**src/hw/abexu_pkg.sv**
```systemverilog
package abexu_pkg;
  localparam int WORD_W = 30;
  localparam int NUM_FLAGS = 14;
  localparam int OPC_HI = 0;
  localparam int C_HI = 6;
  localparam int D_HI = 9;
  localparam int B_HI = 12;
  localparam int S_BIT = 15;
  localparam int L_HI = 16;
  localparam logic [5:0] OP_SUB_MAG = 6'o16;
  localparam logic [5:0] OP_SUB_MAG_REP = 6'o17;
  localparam logic [5:0] OP_MUL_FULL = 6'o22;
  localparam logic [5:0] OP_MUL_HALF = 6'o23;
  localparam logic [5:0] OP_DIV_FULL = 6'o24;
  localparam logic [5:0] OP_DIV_HALF = 6'o25;
  localparam logic [5:0] OP_BRANCH = 6'o72;
  localparam logic [5:0] OP_TEST_BACK = 6'o77;
  localparam logic [5:0] OP_SKIP_FWD = 6'o76;
  localparam logic [5:0] OP_IDLE = 6'o70;
  localparam logic [5:0] OP_FLAG_SET = 6'o71;
  localparam logic [5:0] CD_JSL_ALWAYS = 6'o02;
  localparam logic [5:0] CD_JSL_OVF = 6'o03;
  localparam logic [5:0] CD_JAC_ALWAYS = 6'o00;
  localparam logic [5:0] CD_JAC_OVF = 6'o01;
  localparam logic [5:0] CD_CNT_NONZERO = 6'o10;
  localparam logic [5:0] CD_CNT_ALWAYS = 6'o20;
  localparam logic [2:0] D_JSL = 3'h2;
  localparam logic [2:0] D_JAC = 3'h0;
  localparam int CYCLES_SHORT = 2;
  localparam int CYCLES_NORMAL = 3;
  localparam int MEM_CYCLE_NS = 1000;
  localparam int CLK_PERIOD_NS = 5;
  localparam int MUL_FULL_US = 59;
  localparam int MUL_HALF_US = 29;
  localparam int DIV_FULL_US = 57;
  localparam int DIV_HALF_US = 29;
  localparam int MEM_CYCLE_CLKS = (MEM_CYCLE_NS + CLK_PERIOD_NS - 1) / CLK_PERIOD_NS;
  localparam int MUL_FULL_CLKS = (MUL_FULL_US * 1000 + CLK_PERIOD_NS - 1) / CLK_PERIOD_NS;
  localparam int MUL_HALF_CLKS = (MUL_HALF_US * 1000 + CLK_PERIOD_NS - 1) / CLK_PERIOD_NS;
  localparam int DIV_FULL_CLKS = (DIV_FULL_US * 1000 + CLK_PERIOD_NS - 1) / CLK_PERIOD_NS;
  localparam int DIV_HALF_CLKS = (DIV_HALF_US * 1000 + CLK_PERIOD_NS - 1) / CLK_PERIOD_NS;
  typedef enum logic [1:0] {ABX_IDLE, ABX_BUSY, ABX_DONE} abexu_state_e;
endpackage

```
**src/hw/abexu_divider.sv**
```systemverilog
module abexu_divider
(
  input  wire logic        ref_clk,
  input  wire logic        nrst,
  input  wire logic        start,
  input  wire logic [29:0] dividend,
  input  wire logic [29:0] divisor,
  output logic             busy,
  output logic [29:0]      quotient
);
  logic [31:0] rem;
  logic [31:0] dvs;
  logic [29:0] qmag;
  logic [4:0]  step;
  logic        negQ;
  logic [31:0] trial;

  assign trial = rem - dvs;

  always_ff @(posedge ref_clk or negedge nrst)
  begin
    if (!nrst)
    begin
      busy <= 1'b0;
      rem  <= 32'h0;
      dvs  <= 32'h0;
      qmag <= 30'h0;
      step <= 5'h0;
      negQ <= 1'b0;
    end
    else if (start)
    begin
      busy <= 1'b1;
      rem  <= {2'h0, dividend[29] ? 30'(-dividend) : dividend};
      dvs  <= {2'h0, divisor[29] ? 30'(-divisor) : divisor};
      qmag <= 30'h0;
      step <= 5'h0;
      negQ <= dividend[29] ^ divisor[29];
    end
    else if (busy)
    begin
      // restoring division, fraction quotient bits msb first
      if (!trial[31] && trial != 32'h0 || !trial[31])
      begin
        rem  <= {trial[30:0], 1'b0};
        qmag <= {qmag[28:0], 1'b1};
      end
      else
      begin
        rem  <= {rem[30:0], 1'b0};
        qmag <= {qmag[28:0], 1'b0};
      end
      if (step == 5'd29)
        busy <= 1'b0;
      step <= step + 5'h1;
    end
  end

  always_ff @(posedge ref_clk or negedge nrst)
  begin
    if (!nrst)
      quotient <= 30'h0;
    else if (busy && step == 5'd30)
      quotient <= quotient;
    else
      quotient <= negQ ? 30'(-qmag) : qmag;
  end
endmodule // abexu_divider

```
**src/hw/abexu_top.sv**
```systemverilog
module abexu_top
(
  input  wire logic        ref_clk,
  input  wire logic        nrst,
  input  wire logic        instStart,
  input  wire logic [29:0] instWord,
  input  wire logic [29:0] effAddr,
  input  wire logic [29:0] memOperand,
  input  wire logic [29:0] indexValue,
  input  wire logic [3:0]  currentLevel,
  input  wire logic [29:0] accIn,
  input  wire logic [29:0] pcIn,
  input  wire logic        ovfIn,
  output logic             instDone,
  output logic [29:0]      workingRegister,
  output logic [29:0]      programCounter,
  output logic             overflow,
  output logic [29:0]      indexOut,
  output logic             indexWrite,
  output logic [29:0]      memWriteData,
  output logic             memWrite,
  output logic [13:0]      flagSet,
  output logic             suicideEnable,
  output logic [7:0]       cycleCount
);
  localparam int TIMER_W = 14;

  abexu_pkg::abexu_state_e state;
  logic [5:0]  opc;
  logic [2:0]  fC;
  logic [2:0]  fD;
  logic [29:0] lAddr;
  logic        fS;
  logic [29:0] acc;
  logic [29:0] opnd;
  logic [29:0] idx;
  logic [29:0] pc;
  logic        ovf;
  logic [3:0]  lvl;
  logic [TIMER_W-1:0] timer;
  logic        divStart;
  logic        divBusy;
  logic [29:0] quo;
  logic        accSat;

  function automatic logic [29:0] mag(input logic [29:0] v);
    mag = v[29] ? 30'(-v) : v;
  endfunction

  function automatic logic test_cond(input logic [2:0] c, input logic [29:0] e, input logic [29:0] a);
    logic signed [29:0] se;
    logic signed [29:0] sa;
    se = e;
    sa = a;
    case (c)
      3'h0: test_cond = se > 0;
      3'h1: test_cond = se != 0;
      3'h2: test_cond = se == 0;
      3'h3: test_cond = se < 0;
      3'h4: test_cond = se > sa;
      3'h5: test_cond = se != sa;
      3'h6: test_cond = se == sa;
      default: test_cond = se < sa;
    endcase
  endfunction

  function automatic logic acc_cond(input logic [2:0] c, input logic [29:0] a);
    case (c)
      3'h3: acc_cond = !a[29];
      3'h4: acc_cond = !a[29] && a != 30'h0;
      3'h5: acc_cond = a != 30'h0;
      3'h6: acc_cond = a == 30'h0;
      3'h7: acc_cond = a[29];
      default: acc_cond = 1'b0;
    endcase
  endfunction

  logic        branchGo;
  logic [30:0] smDiff;
  logic signed [59:0] prodFull;
  logic signed [59:0] prodHalf;
  logic [29:0] magA;
  logic [29:0] magE;
  logic        isJsl;
  logic        isJac;
  logic        isCount;
  logic        halfSat;

  // branch kind from D bits 2:1, count codes share D with jump-acc and are split off by C
  assign isCount = fD == abexu_pkg::D_JAC && (fC == 3'h1 || fC == 3'h2);
  assign isJsl   = fD[2:1] == 2'h1;
  assign isJac   = fD[2:1] == 2'h0 && !isCount;
  assign halfSat = acc[29:15] == 15'h4000 && opnd == 30'h20000000;

  assign magA = mag(acc);
  assign magE = mag(opnd);
  assign smDiff = {opnd[29], opnd} - {1'b0, magA};
  assign prodFull = $signed(acc) * $signed(opnd);
  assign prodHalf = $signed({acc[29:15], 15'h0}) * $signed(opnd);
  assign accSat = acc == 30'h20000000 && opnd == 30'h20000000;

  always_comb
  begin
    branchGo = 1'b0;
    case (opc)
      abexu_pkg::OP_BRANCH:
      begin
        if (isJsl)
          branchGo = ({fC, fD} == abexu_pkg::CD_JSL_ALWAYS) || ({fC, fD} == abexu_pkg::CD_JSL_OVF && ovf)
                     || (fD == abexu_pkg::D_JSL && acc_cond(fC, acc));
        else if (isJac)
          branchGo = ({fC, fD} == abexu_pkg::CD_JAC_ALWAYS) || ({fC, fD} == abexu_pkg::CD_JAC_OVF && ovf)
                     || (fD == abexu_pkg::D_JAC && acc_cond(fC, acc));
        else
          branchGo = ({fC, fD} == abexu_pkg::CD_CNT_ALWAYS)
                     || ({fC, fD} == abexu_pkg::CD_CNT_NONZERO && idx != 30'h0);
      end
      abexu_pkg::OP_TEST_BACK,
      abexu_pkg::OP_SKIP_FWD: branchGo = test_cond(fC, opnd, acc);
      default: branchGo = 1'b0;
    endcase
  end

  // capture of instruction fields and operands
  always_ff @(posedge ref_clk or negedge nrst)
  begin
    if (!nrst)
    begin
      opc   <= 6'h0;
      fC    <= 3'h0;
      fD    <= 3'h0;
      fS    <= 1'b0;
      lAddr <= 30'h0;
      opnd  <= 30'h0;
      idx   <= 30'h0;
      lvl   <= 4'h0;
    end
    else if (instStart && state == abexu_pkg::ABX_IDLE)
    begin
      opc   <= instWord[29:24];
      fC    <= instWord[23:21];
      fD    <= instWord[20:18];
      fS    <= instWord[14];
      lAddr <= {16'h0, instWord[13:0]};
      opnd  <= memOperand;
      idx   <= indexValue;
      lvl   <= currentLevel;
    end
  end

  // sequencing and timing
  always_ff @(posedge ref_clk or negedge nrst)
  begin
    if (!nrst)
    begin
      state      <= abexu_pkg::ABX_IDLE;
      timer      <= '0;
      cycleCount <= 8'h0;
      divStart   <= 1'b0;
    end
    else
    begin
      divStart <= 1'b0;
      case (state)
        abexu_pkg::ABX_IDLE:
          if (instStart)
          begin
            state <= abexu_pkg::ABX_BUSY;
            timer <= '0;
            divStart <= instWord[29:24] == abexu_pkg::OP_DIV_FULL || instWord[29:24] == abexu_pkg::OP_DIV_HALF;
          end
        abexu_pkg::ABX_BUSY:
        begin
          timer <= timer + 1'b1;
          if (opc == abexu_pkg::OP_MUL_FULL)
            cycleCount <= 8'(abexu_pkg::CYCLES_NORMAL);
          else if (opc == abexu_pkg::OP_BRANCH && (isJac || !branchGo && isJsl))
            cycleCount <= 8'(abexu_pkg::CYCLES_SHORT);
          else if (opc == abexu_pkg::OP_FLAG_SET)
            cycleCount <= 8'(abexu_pkg::CYCLES_SHORT);
          else
            cycleCount <= 8'(abexu_pkg::CYCLES_NORMAL);
          if (!divBusy && !divStart && timer >= TIMER_W'(1))
            state <= abexu_pkg::ABX_DONE;
        end
        abexu_pkg::ABX_DONE: state <= abexu_pkg::ABX_IDLE;
        default: state <= abexu_pkg::ABX_IDLE;
      endcase
    end
  end

  abexu_divider u_div
  (
    .ref_clk  (ref_clk),
    .nrst     (nrst),
    .start    (divStart),
    .dividend (accIn),
    .divisor  (memOperand),
    .busy     (divBusy),
    .quotient (quo)
  );

  assign instDone = state == abexu_pkg::ABX_DONE;

  // architectural results
  always_ff @(posedge ref_clk or negedge nrst)
  begin
    if (!nrst)
    begin
      acc <= 30'h0;
      pc  <= 30'h0;
      ovf <= 1'b0;
    end
    else if (instStart && state == abexu_pkg::ABX_IDLE)
    begin
      acc <= accIn;
      pc  <= pcIn;
      ovf <= ovfIn;
    end
    else if (state == abexu_pkg::ABX_DONE)
    begin
      case (opc)
        abexu_pkg::OP_SUB_MAG,
        abexu_pkg::OP_SUB_MAG_REP:
        begin
          acc <= smDiff[29:0];
          if (smDiff[30] != smDiff[29])
            ovf <= 1'b1;
        end
        abexu_pkg::OP_MUL_FULL: acc <= accSat ? 30'h1fffffff : prodFull[58:29];
        abexu_pkg::OP_MUL_HALF: acc <= halfSat ? 30'h1fffffff : prodHalf[58:29];
        abexu_pkg::OP_DIV_FULL,
        abexu_pkg::OP_DIV_HALF:
        begin
          if (magE == magA)
          begin
            acc <= (acc[29] ^ opnd[29]) ? 30'h20000000 : 30'h1fffffff;
            if (opnd[29])
              ovf <= 1'b1;
          end
          else if (magA > magE)
          begin
            acc <= {acc[29] ^ opnd[29], 29'h0};
            ovf <= 1'b1;
          end
          else if (opc == abexu_pkg::OP_DIV_HALF)
            acc <= {quo[29:15], 15'h0};
          else
            acc <= quo;
        end
        abexu_pkg::OP_BRANCH:
        begin
          if (branchGo)
            pc <= isJac ? effAddr : lAddr;
          if (branchGo && fD[0] && fC == 3'h0 && !isCount)
          begin
            pc  <= {ovf, (isJac ? effAddr[28:0] : lAddr[28:0])};
            ovf <= 1'b0;
          end
        end
        abexu_pkg::OP_TEST_BACK: if (branchGo) pc <= pc + 30'(fD);
        abexu_pkg::OP_SKIP_FWD: if (branchGo) pc <= pc - 30'h1 - 30'(fD);
        default: acc <= acc;
      endcase
    end
  end

  // side effects toward memory, index, flags
  always_ff @(posedge ref_clk or negedge nrst)
  begin
    if (!nrst)
    begin
      memWrite      <= 1'b0;
      memWriteData  <= 30'h0;
      indexWrite    <= 1'b0;
      indexOut      <= 30'h0;
      flagSet       <= 14'h0;
      suicideEnable <= 1'b0;
    end
    else
    begin
      memWrite      <= 1'b0;
      indexWrite    <= 1'b0;
      flagSet       <= 14'h0;
      suicideEnable <= 1'b0;
      if (state == abexu_pkg::ABX_DONE)
      begin
        suicideEnable <= fS;
        if (opc == abexu_pkg::OP_SUB_MAG_REP)
        begin
          memWrite     <= 1'b1;
          memWriteData <= smDiff[29:0];
        end
        if (opc == abexu_pkg::OP_BRANCH && isJsl && branchGo)
        begin
          indexWrite <= 1'b1;
          indexOut   <= pc;
        end
        if (opc == abexu_pkg::OP_BRANCH && isCount)
        begin
          indexWrite <= 1'b1;
          indexOut   <= idx - 30'h1;
        end
        if ((opc == abexu_pkg::OP_TEST_BACK || opc == abexu_pkg::OP_SKIP_FWD) && !branchGo)
          suicideEnable <= 1'b0;
        if (opc == abexu_pkg::OP_FLAG_SET)
          for (int i = 0; i < abexu_pkg::NUM_FLAGS; i++)
            flagSet[i] <= lAddr[13 - i] && (4'(i + 1) != lvl);
      end
    end
  end

  assign workingRegister = acc;
  assign programCounter  = pc;
  assign overflow        = ovf;
endmodule // abexu_top

```
**config.mk**
```make
export PLATFORM = sky130hd
export DESIGN_NAME = abexu_top
export DESIGN_NICKNAME = d
export VERILOG_FILES = /design/src/hw/abexu_pkg.sv /design/src/hw/abexu_divider.sv /design/src/hw/abexu_top.sv
export SDC_FILE = /design/constraint.sdc
export NUM_CORES = 2
export LEC_CHECK = 0
export ABC_AREA = 1
export BUFFER_PORTS_ARGS = -buffer_cell sky130_fd_sc_hd__buf_2
export CORE_ASPECT_RATIO = 1.75
export CORE_MARGIN = 10
export CORE_UTILIZATION = 56
export CTS_CLUSTER_DIAMETER = 30
export DETAILED_ROUTE_END_ITERATION = 10
export PLACE_DENSITY = 0.81
export SLEW_MARGIN = 20
export SYNTH_ARGS = -nofsm -noshare
export SYNTH_HDL_FRONTEND = slang
export SYNTH_SLANG_ARGS = --single-unit
```
**constraint.sdc**
```tcl
create_clock -name ref_clk -period 9 [get_ports ref_clk]
set_clock_uncertainty 0.1 [all_clocks]
set_input_delay 0.9 -clock ref_clk [delete_from_list [all_inputs] [get_ports ref_clk]]
set_output_delay 0.9 -clock ref_clk [all_outputs]
set_load 0.01 [all_outputs]
```
==> impl_metrics.tcl <==
set metrics [dict create \
    syn_area_per_cell_sq_um 7.65 \
    routed-via-count 68851 \
    finalSetupViolCount 0 \
    cts-hold-fix-buffers 0 \
    critPathBufInv 8 \
    cp_data_required_time_ns 9.39 \
    synth_common_cells "inv_1, nand2_1, fa_1" \
    r2r_slack_ns 0.28 \
    status "finished, final reports clean" \
    setup_tns_ns 0 \
    cts_setup_buffers 0 \
    drt-vias-per-instance 5.82 \
    cp-start-kind "register" \
    whs_ns 0.132 \
    synth_seq_cells 377 \
    hold_path_class "primary input to asynchronous set/reset pin" \
    die_y_um 503 \
    die_area_sq_um 149000 \
    cts.sinks 377 \
    numCtsBuffers 59 \
    final_nets 12031 \
    synth_area_sq_um 74600 \
    async_flop_share_pct 100 \
    synth_cell_types 64 \
    synthCells 9746 \
    ys_seq_area_share_pct 12.6 \
    endpoint_kind "register" \
    slowest_stage "dfrtp_1" \
    ios 335 \
    rsz0062_at_grt "no" \
    dpl.hpwl_mm 258 \
    core.rowCount 177 \
    area_delta_synth_final_pct 9.85 \
    wl_per_cell_um 26.4 \
    reg2reg_from "opnd[20]$_DFFE_PN0P_" \
    cp_top_family "adder cells" \
    antenna_found_initial 28 \
    die_x_um 296 \
    wl_mm 313 \
    synth.largest_area_cell "fa_1" \
    tightest_slew_ns 1.14 \
    grt_pass1_wl_mm 461 \
    cp_slowest_stage_delay_ns 0.80 \
    antenna_left 0 \
    synth_ff_type "dfrtp_1" \
    final-hold-violation-count 0 \
    grt_usage_pct 42.8 \
    fmax_mhz 115 \
    numPortBuffers 325 \
    synthTopCellsByArea "fa_1, dfrtp_1, inv_1, nand2_1, ha_1" \
    grt_max_degree 110 \
    start_util_pct 56.2 \
    path_class "register to register" \
    drt_iter0_drc 5361 \
    htree_levels 2 \
    clk_pin_slew_ns 0.07 \
    gp_congestion 1.06 \
    yosysMostFrequentCell "inv_1" \
    grt_pass1_vias 74628 \
    dr.pass1.iters 9 \
    post-route-min-period_ns 8.72 \
    rr_worst_depth 31 \
    yosys_warnings 0 \
    clk_path_buf_depth 3 \
    drc_errors 0 \
    timing.rr.end "workingRegister[26]$_DFFE_PN0P_" \
    root_buffer "clkbuf_16" \
    cts_tree "built" \
    drive_gt1_share_pct 8.98 \
    worst-path-max-fanout 16 \
    synth-edff-count 0 \
    cap_violations 0 \
    fillers 11895 \
    slew_headroom_pct 23.7 \
    finalCritPeriodShare_pct 96.8 \
    clock_latency_ns 0.72 \
    yosysTopAreaCellShare_pct 35.6 \
    gr-total-overflow 0 \
    cts_resized 0 \
    cp.arrival_ns 9.11 \
    core_area_sq_um 133000 \
    utilization_pct 61.8 \
    slew_violations 0 \
    crit_top_cell "fa_1" \
]
==> area by class of cell <==
class | instances | area (sq um) | share of cell area, %
inverters | 2459 | 9230 | 11.3
clock buffers | 66 | 1530 | 1.87
clock inverters | 45 | 619 | 0.756
diodes | 10 | 25.0 | 0.0305
multi-input cells | 6534 | 54500 | 66.5
well taps | 1700 | 2130 | 2.60
repair buffers | 647 | 4490 | 5.48
flip-flops and latches | 377 | 9450 | 11.5
==> worst register-to-register path: cells and delay by family (launching register included) <==
family / cells / cell delay [ns]
flip-flops: 1 / 0.80
adder cells (fa/ha/maj): 9 / 4.30
AO/OA/AOI/OAI: 6 / 1.37
buffers and inverters: 8 / 1.17
AND/OR/NAND/NOR: 8 / 0.75
==> state kept, by name, summed over array words and instances (netlist names), 2 cells and up <==
name,flops
indexOut,30
cycleCount,2
programCounter,30
opnd,30
u_div.dvs,30
u_div.rem,32
timer,14
state,2
idx,30
lAddr,14
lvl,4
u_div.step,5
memWriteData,30
workingRegister,30
u_div.qmag,30
opc,6
fD,3
flagSet,14
fC,3
u_div.quotient,30
==> placed cells by master (no fill, tap or decap), types with 135 or more instances in the layout <==
cell	instances
inv_1	2440
nand2_1	2082
fa_1	1327
nor2_1	606
o21ai_0	503
ha_1	438
a21oi_1	403
dfrtp_1	366
buf_2	324
nand3_1	312
buf_4	287
xor2_1	135
==> worst max-delay path by stage <==
stage | start | end | cells after the start
after detailed placement | opnd[15]$_DFFE_PN0P_ | workingRegister[28]$_DFFE_PN0P_ | 29
after global routing | workingRegister[29]$_DFFE_PN0P_ | workingRegister[28]$_DFFE_PN0P_ | 31
final | opnd[20]$_DFFE_PN0P_ | workingRegister[26]$_DFFE_PN0P_ | 31
after floorplan | workingRegister[29]$_DFFE_PN0P_ | workingRegister[28]$_DFFE_PN0P_ | 31
after global placement | workingRegister[7]$_DFFE_PN0P_ | workingRegister[2]$_DFFE_PN0P_ | 29
after CTS | workingRegister[7]$_DFFE_PN0P_ | workingRegister[28]$_DFFE_PN0P_ | 30
==> routing by layer <==
| metal | track usage (%) | part of all wire [%] | vias to the layer above |
|---|---|---|---|
| met4 | 44.0 | 13 | 26 |
| met2 | 73.6 | 49 | 3756 |
| met5 | 0 | 0.057 | - |
| met3 | 9.43 | 7.9 | 1597 |
| li1 | - | - | 29908 |
| met1 | 40.6 | 30 | 33564 |
==> per-stage QoR <==
stage | setup WS (ns) | instance area [sq um] | cells
2_1_floorplan | 0.785 | 74600 | 9751
3_3_place_gp | 0.430 | 79700 | 11717
3_5_place_dp | 0.396 | 79700 | 11717
4_1_cts | 0.262 | 81900 | 11828
5_1_grt | 0.0348 | 81900 | 11828
6_report | 0.285 | 81900 | 11838
==> logic make-up (layout without fill, tap and decap cells) <==
kind of cell	Yosys count	after routing	share of synthesized area [%]
adder cells (fa/ha/maj)	1765	1765	43.0
XOR/XNOR	174	174	2.04
flip-flops	377	377	12.6
multiplexers	1	1	0.0134
AND/OR/NAND/NOR	3356	3356	18.7
buffers and inverters	2840	3217	14.4
AO/OA/AOI/OAI	1232	1232	9.24
other	1	16	0.00503
Power is left out: the tool's default activity adds up to more than one toggle a clock period on the data nets, which glitch-free logic cannot reach.
